<file path="src/tcl_pkg.sv">
// constants shared by the trigger and capture block
package tcl_pkg;
   localparam int TCL_NUM_WP    = 2;
   localparam int TCL_NUM_BP    = 4;
   localparam int TCL_WP_WIDTH  = 8;
   localparam int TCL_SMP_WIDTH = 16;
   localparam int TCL_DEPTH     = 32;
   localparam int TCL_FIFO_DEP  = 32;
   localparam logic TCL_WP_MODE_VALUE = 1'b0;
   localparam logic TCL_WP_MODE_TRANS = 1'b1;
endpackage : tcl_pkg

</file>
<file path="src/tcl_fifo.sv">
// parameterised fifo carrying upload words to the host
`timescale 1ns/100ps
module tcl_fifo #(
   parameter int WIDTH = 16,
   parameter int DEPTH = 32
) (
   input  wire logic             clk,
   input  wire logic             rst,
   input  wire logic [WIDTH-1:0] in_data,
   input  wire logic             in_valid,
   output logic                  in_ready,
   output logic      [WIDTH-1:0] out_data,
   output logic                  out_valid,
   input  wire logic             out_ready
);
   localparam int AW = $clog2(DEPTH);
   logic [WIDTH-1:0] mem_ff [DEPTH];
   logic [AW-1:0]    wp_ff, nxt_wp, rp_ff, nxt_rp;
   logic [AW:0]      cnt_ff, nxt_cnt;
   logic             wr, rd;

   assign in_ready  = (cnt_ff != (AW+1)'(DEPTH));
   assign out_valid = (cnt_ff != '0);
   assign out_data  = mem_ff[rp_ff];
   assign wr        = in_valid & in_ready;
   assign rd        = out_valid & out_ready;

   always_comb begin
      nxt_wp  = wr ? AW'(wp_ff + 1'b1) : wp_ff;
      nxt_rp  = rd ? AW'(rp_ff + 1'b1) : rp_ff;
      nxt_cnt = cnt_ff;
      if (wr && !rd) begin
         nxt_cnt = (AW+1)'(cnt_ff + 1'b1);
      end else if (rd && !wr) begin
         nxt_cnt = (AW+1)'(cnt_ff - 1'b1);
      end
   end

   always_ff @(posedge clk or posedge rst) begin
      if (rst) begin
         wp_ff  <= '0;
         rp_ff  <= '0;
         cnt_ff <= '0;
      end else begin
         wp_ff  <= nxt_wp;
         rp_ff  <= nxt_rp;
         cnt_ff <= nxt_cnt;
      end
   end

   // storage needs no reset; only pointers define contents
   always_ff @(posedge clk) begin
      if (wr) begin
         mem_ff[wp_ff] <= in_data;
      end
   end
endmodule // tcl_fifo

</file>
<file path="src/tcl_capture.sv">
// trigger logic and sample memory with upload through a fifo
`timescale 1ns/100ps
module tcl_capture
   import tcl_pkg::*;
#(
   parameter int NUM_WP    = TCL_NUM_WP,
   parameter int NUM_BP    = TCL_NUM_BP,
   parameter int WP_WIDTH  = TCL_WP_WIDTH,
   parameter int SMP_WIDTH = TCL_SMP_WIDTH,
   parameter int DEPTH     = TCL_DEPTH
) (
   input  wire logic                         clk,
   input  wire logic                         rst,
   input  wire logic [NUM_WP-1:0][WP_WIDTH-1:0] wp_signals,
   input  wire logic [NUM_WP-1:0][WP_WIDTH-1:0] wp_value1,
   input  wire logic [NUM_WP-1:0][WP_WIDTH-1:0] wp_value2,
   input  wire logic [NUM_WP-1:0]            wp_mode,
   input  wire logic [NUM_WP-1:0]            wp_active,
   input  wire logic [NUM_BP-1:0]            bp_branch_cond,
   input  wire logic [NUM_BP-1:0]            bp_active,
   input  wire logic                         counter_event,
   input  wire logic [SMP_WIDTH-1:0]         sample_data,
   input  wire logic                         run_start,
   input  wire logic                         run_stop,
   output logic                              running,
   output logic                              triggered,
   output logic                              master_trigger,
   output logic [SMP_WIDTH-1:0]              up_data,
   output logic                              up_valid,
   input  wire logic                         up_ready,
   output logic                              up_done
);
   localparam int AW = $clog2(DEPTH);
   localparam logic [AW-1:0] LAST = AW'(DEPTH - 1);

   typedef enum logic [1:0] {
      TCL_IDLE   = 2'b00,
      TCL_ARMED  = 2'b01,
      TCL_UPLOAD = 2'b11,
      TCL_DONE   = 2'b10
   } tcl_state_t;

   tcl_state_t       st_ff, nxt_st;
   logic [SMP_WIDTH-1:0] smp_mem_ff [DEPTH];
   logic [AW-1:0]    wa_ff, nxt_wa, ra_ff, nxt_ra;
   logic [AW:0]      left_ff, nxt_left;
   logic             full_ff, nxt_full;
   logic [NUM_WP-1:0][WP_WIDTH-1:0] prev_ff;
   logic [NUM_WP-1:0] wp_hit;
   logic             bp_term, wp_term, any_act;
   logic             smp_we, push, push_rdy;

   // watchpoint comparators, one per watchpoint
   genvar g;
   generate
      for (g = 0; g < NUM_WP; g++) begin : g_wp
         always_comb begin
            if (wp_mode[g] == TCL_WP_MODE_TRANS) begin
               wp_hit[g] = (prev_ff[g] == wp_value1[g]) &&
                           (wp_signals[g] == wp_value2[g]);
            end else begin
               wp_hit[g] = (wp_signals[g] == wp_value1[g]);
            end
         end
      end
   endgenerate

   // nested branch conditions arrive already ANDed from the design
   always_comb begin
      bp_term = (bp_active == '0)
                | |(bp_branch_cond & bp_active);
      wp_term = &(wp_hit | ~wp_active);
      any_act = (bp_active != '0) | (wp_active != '0);
   end
   assign master_trigger = bp_term & wp_term & any_act;

   always_ff @(posedge clk or posedge rst) begin
      if (rst) begin
         prev_ff <= '0;
      end else begin
         prev_ff <= wp_signals;
      end
   end

   assign smp_we = (st_ff == TCL_ARMED) && !master_trigger
                   && !counter_event && !run_stop;
   assign push   = (st_ff == TCL_UPLOAD);

   always_comb begin
      nxt_st   = st_ff;
      nxt_wa   = wa_ff;
      nxt_ra   = ra_ff;
      nxt_left = left_ff;
      nxt_full = full_ff;
      unique case (st_ff)
         TCL_IDLE, TCL_DONE: begin
            if (run_start) begin
               nxt_st   = TCL_ARMED;
               nxt_wa   = '0;
               nxt_full = 1'b0;
            end
         end
         TCL_ARMED: begin
            if (smp_we) begin
               nxt_wa = (wa_ff == LAST) ? '0 : AW'(wa_ff + 1'b1);
               if (wa_ff == LAST) begin
                  nxt_full = 1'b1;
               end
            end else begin
               nxt_st   = TCL_UPLOAD;
               nxt_ra   = full_ff ? wa_ff : '0;
               nxt_left = full_ff ? (AW+1)'(DEPTH) : {1'b0, wa_ff};
            end
         end
         TCL_UPLOAD: begin
            if (left_ff == '0) begin
               nxt_st = TCL_DONE;
            end else if (push_rdy) begin
               nxt_ra   = (ra_ff == LAST) ? '0 : AW'(ra_ff + 1'b1);
               nxt_left = (AW+1)'(left_ff - 1'b1);
            end
         end
         default: nxt_st = TCL_IDLE;
      endcase
   end

   always_ff @(posedge clk or posedge rst) begin
      if (rst) begin
         st_ff   <= TCL_IDLE;
         wa_ff   <= '0;
         ra_ff   <= '0;
         left_ff <= '0;
         full_ff <= 1'b0;
      end else begin
         st_ff   <= nxt_st;
         wa_ff   <= nxt_wa;
         ra_ff   <= nxt_ra;
         left_ff <= nxt_left;
         full_ff <= nxt_full;
      end
   end

   // circular memory: oldest sample is uploaded first
   always_ff @(posedge clk) begin
      if (smp_we) begin
         smp_mem_ff[wa_ff] <= sample_data;
      end
   end

   assign running   = (st_ff == TCL_ARMED);
   assign triggered = (st_ff == TCL_UPLOAD) || (st_ff == TCL_DONE);
   assign up_done   = (st_ff == TCL_DONE);

   tcl_fifo #(
      .WIDTH (SMP_WIDTH),
      .DEPTH (TCL_FIFO_DEP)
   ) u_fifo (
      .clk       (clk),
      .rst       (rst),
      .in_data   (smp_mem_ff[ra_ff]),
      .in_valid  (push && (left_ff != '0)),
      .in_ready  (push_rdy),
      .out_data  (up_data),
      .out_valid (up_valid),
      .out_ready (up_ready)
   );

   property p_freeze;
      @(posedge clk) disable iff (rst)
      (running && master_trigger) |=> (st_ff == TCL_UPLOAD) && $stable(wa_ff);
   endproperty
   a_freeze: assert property (p_freeze) else $error("no freeze");

   property p_write;
      @(posedge clk) disable iff (rst)
      smp_we && (wa_ff != LAST) |=> (wa_ff == AW'($past(wa_ff) + 1'b1));
   endproperty
   a_write: assert property (p_write) else $error("no advance");

   property p_none;
      @(posedge clk) disable iff (rst)
      (bp_active == '0) && (wp_active == '0) |-> !master_trigger;
   endproperty
   a_none: assert property (p_none) else $error("idle trigger");

   property p_bp_or;
      @(posedge clk) disable iff (rst)
      (wp_active == '0) && |(bp_active & bp_branch_cond) |-> master_trigger;
   endproperty
   a_bp_or: assert property (p_bp_or) else $error("bp or lost");

   property p_wp_and;
      @(posedge clk) disable iff (rst)
      |(wp_active & ~wp_hit) |-> !master_trigger;
   endproperty
   a_wp_and: assert property (p_wp_and) else $error("wp and");

   property p_bp_need;
      @(posedge clk) disable iff (rst)
      (bp_active != '0) && !(|(bp_active & bp_branch_cond)) |-> !master_trigger;
   endproperty
   a_bp_need: assert property (p_bp_need) else $error("bp need");

   property p_value;
      @(posedge clk) disable iff (rst)
      wp_active[0] && (wp_mode[0] == TCL_WP_MODE_VALUE)
      && (wp_signals[0] == wp_value1[0]) |-> wp_hit[0];
   endproperty
   a_value: assert property (p_value) else $error("wp value");

   property p_upload;
      @(posedge clk) disable iff (rst)
      (st_ff == TCL_UPLOAD) && (left_ff == '0) |=> up_done;
   endproperty
   a_upload: assert property (p_upload) else $error("upload end");
endmodule // tcl_capture

</file>
<file path="config.mk">
export PLATFORM = sky130hd
export DESIGN_NAME = tcl_capture
export DESIGN_NICKNAME = d
export VERILOG_FILES = /design/src/tcl_pkg.sv /design/src/tcl_fifo.sv /design/src/tcl_capture.sv
export SDC_FILE = /design/constraint.sdc
export NUM_CORES = 1
export LEC_CHECK = 0
export ABC_AREA = 1
export BUFFER_PORTS_ARGS = -buffer_cell sky130_fd_sc_hd__buf_2
export CAP_MARGIN = 0
export CORE_ASPECT_RATIO = 1.4
export CORE_UTILIZATION = 45
export CTS_CLUSTER_SIZE = 20
export DETAILED_ROUTE_END_ITERATION = 6
export PLACE_DENSITY = 0.64
export SKIP_LAST_GASP = 1
export SLEW_MARGIN = 40
export SYNTH_ARGS = -nofsm -noshare
export SYNTH_HDL_FRONTEND = slang
export SYNTH_SLANG_ARGS = --single-unit
</file>
<file path="constraint.sdc">
create_clock -name clk -period 2.66 [get_ports clk]
set_input_delay 0.532 -clock clk [delete_from_list [all_inputs] [get_ports clk]]
set_output_delay 0.532 -clock clk [all_outputs]
set_load 0.05 [all_outputs]
</file>
==> run_summary.xml, run 1 <==
<?xml version="1.0" encoding="UTF-8"?>
<metrics>
  <group name="run_status">
    <metric name="outcome" unit="">finished with violations</metric>
    <metric name="failed_checks" unit="">setup timing</metric>
  </group>
  <group name="detailed_routing">
    <metric name="drt_pass1_iterations" unit="">6</metric>
    <metric name="routed_wl" unit="um">110000</metric>
    <metric name="routedLengthMet1" unit="um">42400</metric>
    <metric name="wl_met3" unit="um">5610</metric>
    <metric name="maxUsedRoutingLayer" unit="">met5</metric>
    <metric name="via_count" unit="">28210</metric>
    <metric name="first_iter_violations" unit="">2383</metric>
    <metric name="dr_wl_met2" unit="um">58600</metric>
    <metric name="drc_errors" unit="">0</metric>
    <metric name="detail-route-antenna-nets" unit="">0</metric>
    <metric name="wl_per_cell" unit="um">22.4</metric>
    <metric name="route.detailed.vias_per_inst" unit="">5.73</metric>
  </group>
  <group name="floorplan">
    <metric name="design.die.area" unit="um2">97600</metric>
    <metric name="core-area" unit="um2">95400</metric>
    <metric name="start_util" unit="">0.454</metric>
    <metric name="std_cell_rows" unit="">134</metric>
    <metric name="die_w" unit="um">264</metric>
    <metric name="dieHeight" unit="um">369</metric>
    <metric name="design.portCount" unit="">103</metric>
  </group>
  <group name="logic_synthesis">
    <metric name="total_number_of_yosys_warnings" unit="">0</metric>
    <metric name="sequential_element_share_of_the_synthesized_area" unit="">0.739</metric>
    <metric name="ys_dominant_reg_cell" unit="">sky130_fd_sc_hd__edfxtp_1</metric>
    <metric name="ys_async_sr_fraction" unit="">0.0474</metric>
    <metric name="synth.net_count" unit="">3509</metric>
    <metric name="syn_area_per_cell" unit="um2">12.7</metric>
    <metric name="synth-seq-cells" unit="">1075</metric>
    <metric name="synth.distinct_cells" unit="">42</metric>
    <metric name="syn-instance-count" unit="">3408</metric>
    <metric name="synthesis.area" unit="um2">43300</metric>
    <metric name="synth_edf_count" unit="">1024</metric>
  </group>
  <group name="critical_path">
    <metric name="worstSetupStartpointType" unit="">register</metric>
    <metric name="regToRegSetupSlack" unit="ns">0.08</metric>
    <metric name="timing.critical_path.fanout_max" unit="">13</metric>
    <metric name="cp-end-kind" unit="">primary output</metric>
    <metric name="worst-setup-path-type" unit="">register to primary output</metric>
    <metric name="required" unit="ns">2.13</metric>
    <metric name="timing.critical_path.slowest_stage_cell" unit="">sky130_fd_sc_hd__dfrtp_4</metric>
    <metric name="cp_data_arrival_time" unit="ns">2.71</metric>
    <metric name="crit_path_max_incr_delay" unit="ns">0.58</metric>
    <metric name="worstPathCellList" unit="">inv_12 &gt; buf_16 &gt; o21ai_0 &gt; o22ai_1 &gt; o211ai_1 &gt; nand4_1 &gt; o21ai_1 &gt; inv_1 &gt; buf_6</metric>
  </group>
  <group name="clock_tree">
    <metric name="cts_root_buffer" unit="">sky130_fd_sc_hd__clkbuf_16</metric>
    <metric name="clock_latency" unit="ns">0.67</metric>
    <metric name="clock_path_buffers" unit="">3</metric>
    <metric name="cts.sinks" unit="">1075</metric>
    <metric name="cts_inserted_buffers" unit="">100</metric>
    <metric name="clock_tree_from_tritoncts" unit="">done</metric>
    <metric name="htreeDepth" unit="">3</metric>
    <metric name="worst_setup_hold_path_clk_slew" unit="ns">0.06</metric>
  </group>
  <group name="hold_path">
    <metric name="worstHoldPathType" unit="">primary input to register</metric>
  </group>
  <group name="final_layout">
    <metric name="fillerInstances" unit="">7780</metric>
    <metric name="area.growth.synth_to_final" unit="%">18.2</metric>
    <metric name="stdcell_area" unit="um2">51200</metric>
    <metric name="fin_nets" unit="">3722</metric>
    <metric name="fraction_of_final_layout_cells_with_drive_strength_greater_than_1" unit="">0.145</metric>
  </group>
  <group name="power_and_ir_drop">
    <metric name="leakagePower" unit="nW">17.6</metric>
    <metric name="vdd_ir_drop_max" unit="V">0.000829</metric>
    <metric name="power.share.switching" unit="">0.350</metric>
    <metric name="share_seq_of_total_power" unit="">0.383</metric>
    <metric name="p_comb_frac" unit="">0.356</metric>
    <metric name="power.density" unit="nW/um2">1100</metric>
    <metric name="clock_power_share" unit="">0.261</metric>
    <metric name="p_int" unit="mW">36.5</metric>
    <metric name="netSwitchingPower" unit="mW">19.7</metric>
  </group>
  <group name="grt">
    <metric name="grt_util_all_layers" unit="">0.221</metric>
    <metric name="largest_net_degree_at_the_start_of_global_routing" unit="">79</metric>
    <metric name="first_pass_grt_wire_length" unit="um">165000</metric>
    <metric name="globalRouteOverflowTotal" unit="">0</metric>
    <metric name="first_global_vias" unit="">27462</metric>
    <metric name="antenna_found_initial" unit="">6</metric>
  </group>
  <group name="placed_design">
    <metric name="hpwl_detailed" unit="um">63300</metric>
    <metric name="gpl.final_weighted_congestion" unit="">0.815</metric>
    <metric name="port_buffers" unit="">102</metric>
    <metric name="dpl_cell_area" unit="um2">46800</metric>
  </group>
  <group name="timing">
    <metric name="finClkSkew" unit="ns">0.0275</metric>
    <metric name="fmax" unit="MHz">309</metric>
    <metric name="timing_hold_violations_final" unit="">0</metric>
    <metric name="post-route-min-period" unit="ns">3.24</metric>
    <metric name="portion_of_the_clock_cycle_consumed_by_the_worst_path_in_the_final_layout" unit="">1.22</metric>
    <metric name="fin_hold_ws" unit="ns">0.0299</metric>
    <metric name="max_slew.worst_pin.slew" unit="ns">0.705</metric>
    <metric name="maxSlewViolCount" unit="">0</metric>
    <metric name="timing.slew.headroom" unit="">0.530</metric>
    <metric name="setup_viol" unit="">16</metric>
    <metric name="grt_setup_unrepaired" unit="">yes</metric>
    <metric name="worst_slack" unit="ns">-0.579</metric>
  </group>
  <group name="job">
    <metric name="cap_viol_max_count" unit="">0</metric>
  </group>
</metrics>
==> path summary, 6_finish.rpt <==
path                                   from                  end  depth (start not counted)
max                         u_fifo.rp_ff[0]          up_data[15]                          9
min                          wp_signals[13]          prev_ff[13]                          1
max reg2reg                        ra_ff[0]  u_fifo.mem_ff[3][4]                          9
min reg2reg                u_fifo.cnt_ff[5]     u_fifo.cnt_ff[5]                          1
max in group asynchronous               rst      u_fifo.rp_ff[2]                          4
min in group asynchronous               rst           left_ff[3]                          3
==> metal layers <==
layer | track usage | up-vias
li1 | - | 12981
met1 | 0.265 | 14100
met2 | 0.408 | 910
met3 | 0.0270 | 217
met4 | 0.0738 | 2
met5 | 0 | -
==> synthesized netlist by cell type, types with 2 or more instances <==
master                     instances  area (um2)
sky130_fd_sc_hd__a21boi_1          2        15.0
sky130_fd_sc_hd__a21oi_1          49         245
sky130_fd_sc_hd__a31oi_1           2        12.5
sky130_fd_sc_hd__buf_1             9        33.8
sky130_fd_sc_hd__buf_2            60         300
sky130_fd_sc_hd__buf_4            16         120
sky130_fd_sc_hd__buf_6             5        56.3
sky130_fd_sc_hd__clkbuf_1        120         450
sky130_fd_sc_hd__clkbuf_2          4        20.0
sky130_fd_sc_hd__clkinv_1          2        7.51
sky130_fd_sc_hd__dfrtp_1          51        1280
sky130_fd_sc_hd__edfxtp_1       1024       30700
sky130_fd_sc_hd__ha_1             18         225
sky130_fd_sc_hd__inv_1           103         387
sky130_fd_sc_hd__inv_2             6        22.5
sky130_fd_sc_hd__nand2_1         330        1240
sky130_fd_sc_hd__nand2_4           6        67.6
sky130_fd_sc_hd__nand3_1          80         400
sky130_fd_sc_hd__nand3_2           2        20.0
sky130_fd_sc_hd__nand4_1          31         194
sky130_fd_sc_hd__nor2_1          602        2260
sky130_fd_sc_hd__nor3_1            4        20.0
sky130_fd_sc_hd__o211ai_1         13        97.6
sky130_fd_sc_hd__o21ai_0         467        2340
sky130_fd_sc_hd__o21ai_1          59         295
sky130_fd_sc_hd__o221ai_1         97         850
sky130_fd_sc_hd__o22ai_1         200        1250
sky130_fd_sc_hd__or2_2             3        18.8
sky130_fd_sc_hd__xnor2_1          20         175
sky130_fd_sc_hd__xor2_1           11        96.3
==> cells in the final DEF, fill, tap and decap left out, drive strengths merged, types with 40 or more instances in the layout <==
cell    instances
a21oi          49
buf           302
clkbuf        123
clkinv         40
dfrtp          51
edfxtp       1024
inv           115
nand2         336
nand3          82
nor2          603
o21ai         526
o221ai         97
o22ai         200
==> power groups by stage <==
| stage | sequential [mW] | clock [mW] | combinational [mW] |
|---|---|---|---|
| after floorplan | 21.8 | 0 | 11.0 |
| after global placement | 21.8 | 0 | 17.7 |
| after detailed placement | 21.8 | 0 | 17.9 |
| after CTS | 21.5 | 14.8 | 18.9 |
| after global routing | 21.6 | 15.4 | 21.7 |
| final | 21.5 | 14.6 | 20.0 |
==> through the flow <==
step / std cells / worst slack, ns / TNS, ns / total power, mW / util
final: 4922 / -0.579 / -7.93 / 56.1 / 0.537
after global routing: 4922 / -0.669 / -10.26 / 58.7 / 0.537
after floorplan: 3408 / -0.142 / -72.92 / 32.7 / -
after detailed placement: 4700 / -0.0123 / -0.0123 / 39.7 / 0.491
after global placement: 4700 / -0.00625 / -0.00625 / 39.5 / 0.491
after CTS: 4901 / -0.527 / -7.96 / 55.2 / 0.532
==> logic make-up after synthesis <==
logic type      count (synthesis)  share of synthesized area
compound gates                893                      0.118
simple gates                 1064                     0.0983
xor+xnor                       31                    0.00626
buf+inv                       326                     0.0324
fa+ha+maj                      19                    0.00566
flops                        1075                      0.739
==> timing repair <==
action,in CTS,in global routing
cloned,5,9
pin swaps,11,29
hold buffers,12,0
buffers inserted,6,12
endpoints found under the setup margin,18,50
endpoints found under the hold margin,34,0
resized for setup,67,62
==> worst max-delay path: cells and delay by family, from the launching register on <==
kind / cells / cell delay [ns]
and+or+nand+nor: 1 / 0.14
DFF: 1 / 0.58
AOI/OAI and AO/OA: 4 / 0.77
buffers and inverters: 4 / 0.54
==> area by class of cell <==
type / instances / area (um2) / share of cell area
Tap cell: 1224 / 1530 / 0.0299
Clock inverter: 63 / 719 / 0.0140
Multi-Input combinational cell: 2007 / 10100 / 0.198
Antenna cell: 1 / 2.50 / 0.0000489
Sequential cell: 1075 / 32000 / 0.626
Inverter: 112 / 447 / 0.00872
Timing Repair Buffer: 324 / 3690 / 0.0720
Timing Repair inverter: 1 / 11.3 / 0.000220
Clock buffer: 115 / 2620 / 0.0512
==> sequential cells by signal, summed over array words and instances, names as in the netlist, 2 cells and up <==
signal	flops
left_ff	6
ra_ff	5
wa_ff	5
u_fifo.mem_ff	512
prev_ff	16
st_ff	2
smp_mem_ff	512
u_fifo.wp_ff	5
u_fifo.rp_ff	5
u_fifo.cnt_ff	6
(Power assumes the default switching activity.)
==> inputs of run 2 (changes only) <==
--- a/config.mk
+++ b/config.mk
@@ -17,4 +17,5 @@
 export SLEW_MARGIN = 40
 export SYNTH_ARGS = -nofsm -noshare
 export SYNTH_HDL_FRONTEND = slang
+export SYNTH_HIERARCHICAL = 1
 export SYNTH_SLANG_ARGS = --single-unit
==> run_summary.xml, run 2 <==
<?xml version="1.0" encoding="UTF-8"?>
<metrics>
  <group name="run_status">
    <metric name="outcome" unit="">finished with violations</metric>
    <metric name="failed_checks" unit="">setup timing</metric>
  </group>
  <group name="detailed_routing">
    <metric name="detail-route-antenna-nets" unit="">0</metric>
    <metric name="wl_per_cell" unit="um">22.1</metric>
    <metric name="dr_wl_met2" unit="um">65900</metric>
    <metric name="maxUsedRoutingLayer" unit="">met4</metric>
    <metric name="drt_pass1_iterations" unit="">5</metric>
    <metric name="first_iter_violations" unit="">2688</metric>
    <metric name="routed_wl" unit="um">126000</metric>
    <metric name="routedLengthMet1" unit="um">46100</metric>
    <metric name="via_count" unit="">30855</metric>
    <metric name="drc_errors" unit="">0</metric>
    <metric name="route.detailed.vias_per_inst" unit="">5.41</metric>
    <metric name="wl_met3" unit="um">6400</metric>
  </group>
  <group name="final_layout">
    <metric name="reg.largest.list" unit="">smp_mem_ff x512, u_fifo/mem_ff x512, prev_ff x16</metric>
    <metric name="antennaDiodeCount" unit="">0</metric>
    <metric name="stdcell_area" unit="um2">54400</metric>
    <metric name="seq_area" unit="um2">32000</metric>
    <metric name="fin_nets" unit="">4404</metric>
    <metric name="area.growth.synth_to_final" unit="%">20.2</metric>
    <metric name="multiInputGateArea" unit="um2">11200</metric>
    <metric name="most_common_cell_after_layout_fill_and_taps_aside" unit="">sky130_fd_sc_hd__edfxtp_1</metric>
    <metric name="most-common-layout-cells" unit="">sky130_fd_sc_hd__edfxtp_1, sky130_fd_sc_hd__nand2_1, sky130_fd_sc_hd__inv_1</metric>
    <metric name="final_cell_count_no_fill" unit="">5705</metric>
    <metric name="fraction_of_final_layout_cells_with_drive_strength_greater_than_1" unit="">0.161</metric>
    <metric name="fillerInstances" unit="">8325</metric>
  </group>
  <group name="logic_synthesis">
    <metric name="synth-seq-cells" unit="">1075</metric>
    <metric name="synthesis.area" unit="um2">45300</metric>
    <metric name="synth_common_cells" unit="">sky130_fd_sc_hd__edfxtp_1, sky130_fd_sc_hd__nand2_1, sky130_fd_sc_hd__nor2_1</metric>
    <metric name="synth.net_count" unit="">4108</metric>
    <metric name="ys_async_sr_fraction" unit="">0.0474</metric>
    <metric name="synth_area_leader_cell" unit="">sky130_fd_sc_hd__edfxtp_1</metric>
    <metric name="synth_edf_count" unit="">1024</metric>
    <metric name="post-synth-top-count-cell" unit="">sky130_fd_sc_hd__edfxtp_1</metric>
    <metric name="synth.distinct_cells" unit="">41</metric>
    <metric name="ys_dominant_reg_cell" unit="">sky130_fd_sc_hd__edfxtp_1</metric>
    <metric name="sequential_element_share_of_the_synthesized_area" unit="">0.707</metric>
    <metric name="syn-instance-count" unit="">4005</metric>
    <metric name="netlist_top_cells_area" unit="">sky130_fd_sc_hd__edfxtp_1, sky130_fd_sc_hd__nand2_1, sky130_fd_sc_hd__nand3_1</metric>
    <metric name="total_number_of_yosys_warnings" unit="">6</metric>
    <metric name="synth_top_cell_area_share" unit="">0.679</metric>
    <metric name="syn_area_per_cell" unit="um2">11.3</metric>
  </group>
  <group name="clock_tree">
    <metric name="htreeDepth" unit="">3</metric>
    <metric name="worst_setup_hold_path_clk_slew" unit="ns">0.06</metric>
    <metric name="clock_latency" unit="ns">0.72</metric>
    <metric name="cts_root_buffer" unit="">sky130_fd_sc_hd__clkbuf_16</metric>
    <metric name="clock_tree_from_tritoncts" unit="">done</metric>
    <metric name="cts_inserted_buffers" unit="">100</metric>
    <metric name="cts.sinks" unit="">1075</metric>
    <metric name="clock_path_buffers" unit="">3</metric>
  </group>
  <group name="timing">
    <metric name="fmax" unit="MHz">315</metric>
    <metric name="timing.slew.headroom" unit="">0.420</metric>
    <metric name="setup_viol" unit="">16</metric>
    <metric name="maxSlewViolCount" unit="">0</metric>
    <metric name="grt_setup_unrepaired" unit="">yes</metric>
    <metric name="max_slew.worst_pin.slew" unit="ns">0.869</metric>
    <metric name="portion_of_the_clock_cycle_consumed_by_the_worst_path_in_the_final_layout" unit="">1.19</metric>
    <metric name="timing_hold_violations_final" unit="">0</metric>
    <metric name="worst_slack" unit="ns">-0.515</metric>
    <metric name="finClkSkew" unit="ns">0.0395</metric>
    <metric name="post-route-min-period" unit="ns">3.18</metric>
  </group>
  <group name="floorplan">
    <metric name="core-area" unit="um2">99800</metric>
    <metric name="std_cell_rows" unit="">137</metric>
    <metric name="dieHeight" unit="um">377</metric>
    <metric name="start_util" unit="">0.454</metric>
    <metric name="die_w" unit="um">270</metric>
    <metric name="design.die.area" unit="um2">102000</metric>
    <metric name="design.portCount" unit="">103</metric>
  </group>
  <group name="grt">
    <metric name="antenna_found_initial" unit="">1</metric>
    <metric name="first_global_vias" unit="">29486</metric>
    <metric name="globalRouteOverflowTotal" unit="">0</metric>
    <metric name="first_pass_grt_wire_length" unit="um">181000</metric>
    <metric name="grt_util_all_layers" unit="">0.239</metric>
    <metric name="largest_net_degree_at_the_start_of_global_routing" unit="">70</metric>
  </group>
  <group name="critical_path">
    <metric name="worst-setup-path-type" unit="">register to primary output</metric>
    <metric name="timing.critical_path.slowest_stage_cell" unit="">sky130_fd_sc_hd__dfrtp_4</metric>
    <metric name="cp.buffers_inverters" unit="">6</metric>
    <metric name="cp-end-kind" unit="">primary output</metric>
    <metric name="worstSetupStartpointType" unit="">register</metric>
    <metric name="crit_path_max_incr_delay" unit="ns">0.54</metric>
    <metric name="worstPathCellList" unit="">buf_12 &gt; buf_12 &gt; buf_12 &gt; clkbuf_16 &gt; nand2_1 &gt; nand3_1 &gt; nand3_1 &gt; nand3_1 &gt; nand2_2 &gt; nand2_1 &gt; inv_2 &gt; buf_8</metric>
    <metric name="timing.critical_path.fanout_max" unit="">6</metric>
    <metric name="regToRegSetupSlack" unit="ns">0.08</metric>
    <metric name="cp_data_arrival_time" unit="ns">2.64</metric>
    <metric name="timing.critical_path.max_delay_family" unit="">buffers and inverters</metric>
    <metric name="required" unit="ns">2.13</metric>
  </group>
  <group name="placed_design">
    <metric name="gpl.final_weighted_congestion" unit="">0.915</metric>
    <metric name="hpwl_detailed" unit="um">75700</metric>
    <metric name="dpl_cell_area" unit="um2">49400</metric>
    <metric name="port_buffers" unit="">102</metric>
    <metric name="place_inst" unit="">5446</metric>
  </group>
  <group name="power_and_ir_drop">
    <metric name="share_seq_of_total_power" unit="">0.353</metric>
    <metric name="total_power" unit="mW">60.5</metric>
    <metric name="p_int" unit="mW">37.7</metric>
    <metric name="clock_power_share" unit="">0.237</metric>
    <metric name="power.density" unit="nW/um2">1110</metric>
    <metric name="power.share.switching" unit="">0.377</metric>
    <metric name="leakagePower" unit="nW">20.9</metric>
    <metric name="p_comb_frac" unit="">0.409</metric>
    <metric name="netSwitchingPower" unit="mW">22.8</metric>
    <metric name="vdd_ir_drop_max" unit="V">0.00111</metric>
  </group>
  <group name="hold_path">
    <metric name="worstHoldPathType" unit="">primary input to register</metric>
  </group>
  <group name="job">
    <metric name="cap_viol_max_count" unit="">0</metric>
  </group>
</metrics>
[run 2: cell count changes in the layout (fill, tap and decap cells not counted), sizes merged, moves of 74 or more]
cell	previous run	this run
nand3	82	350
nor2	603	373
o21ai	526	285
buf	302	376
nand2	336	980
inv	115	361
[run 2: worst paths after layout]
path / startpoint / to / cells past startpoint
min in group asynchronous: rst / u_fifo/rp_ff[4] / 3
worst max register to register: ra_ff[0] / u_fifo/mem_ff[9][4] / 11
worst min register to register: left_ff[4] / left_ff[4] / 2
worst min-delay path: run_start / st_ff[0] / 3
worst max-delay path: u_fifo/rp_ff[0] / up_data[2] / 12
max in group asynchronous: rst / prev_ff[2] / 4
[run 2: worst reg2reg max path, delay by kind of cell, from the launching register on]
kind	cells	cell delay [ns]
AO/OA/AOI/OAI	4	0.64
buffers and inverters	5	0.91
AND/OR/NAND/NOR	2	0.19
flip-flops	1	0.57
[run 2: cell families (layout without fill, tap and decap cells)]
family | Yosys count | in the layout | synth area share
and+or+nand+nor | 1759 | 1759 | 0.159
DFF | 1075 | 1075 | 0.707
buffers and inverters | 584 | 964 | 0.0554
AOI/OAI and AO/OA | 542 | 542 | 0.0679
xor gates and xnor gates | 24 | 24 | 0.00464
adders and majority gates | 21 | 21 | 0.00597
[run 2: per-stage QoR]
| step | setup slack [ns] | setup TNS, ns | utilization | hold WS [ns] |
|---|---|---|---|---|
| detailed placement | 0.0955 | 0 | 0.495 | 0.462 |
| floorplan | -0.0969 | -46.51 | - | 0.442 |
| global route | -0.564 | -8.47 | 0.546 | 0.161 |
| finish | -0.515 | -7.28 | 0.546 | 0.150 |
| CTS | -0.540 | -8.08 | 0.534 | 0.124 |
| global placement | 0.0845 | 0 | 0.495 | 0.457 |
[run 2: area by class of cell]
type | instances | share of cell area
clock buffers | 128 | 0.0484
repair inverters | 2 | 0.000597
well taps | 1320 | 0.0303
repair buffers | 413 | 0.0881
clock inverters | 58 | 0.0116
inverters | 363 | 0.0258
flip-flops and latches | 1075 | 0.589
multi-input cells | 2346 | 0.207
[run 2: power by group through the flow]
stage | registers [mW] | clock network [mW] | logic (mW)
finish | 21.4 | 14.4 | 24.8
global route | 21.4 | 15.2 | 26.3
CTS | 21.4 | 14.6 | 22.4
detailed placement | 21.7 | 0 | 21.2
global placement | 21.7 | 0 | 21.0
floorplan | 21.6 | 0 | 12.2
[run 2: what timing repair did]
item | CTS | global route
pin swaps | 5 | 41
hold buffers | 17 | 0
gates cloned | 8 | 22
buffers inserted | 2 | 24
endpoints found under the hold margin | 43 | 0
endpoints found under the setup margin | 17 | 280
gates resized for setup | 40 | 121
[run 2: metal layers]
metal,global-route usage,up-vias
met5,0,-
met3,0.0275,277
met1,0.273,15046
met2,0.431,1097
li1,-,14435
met4,0.138,0
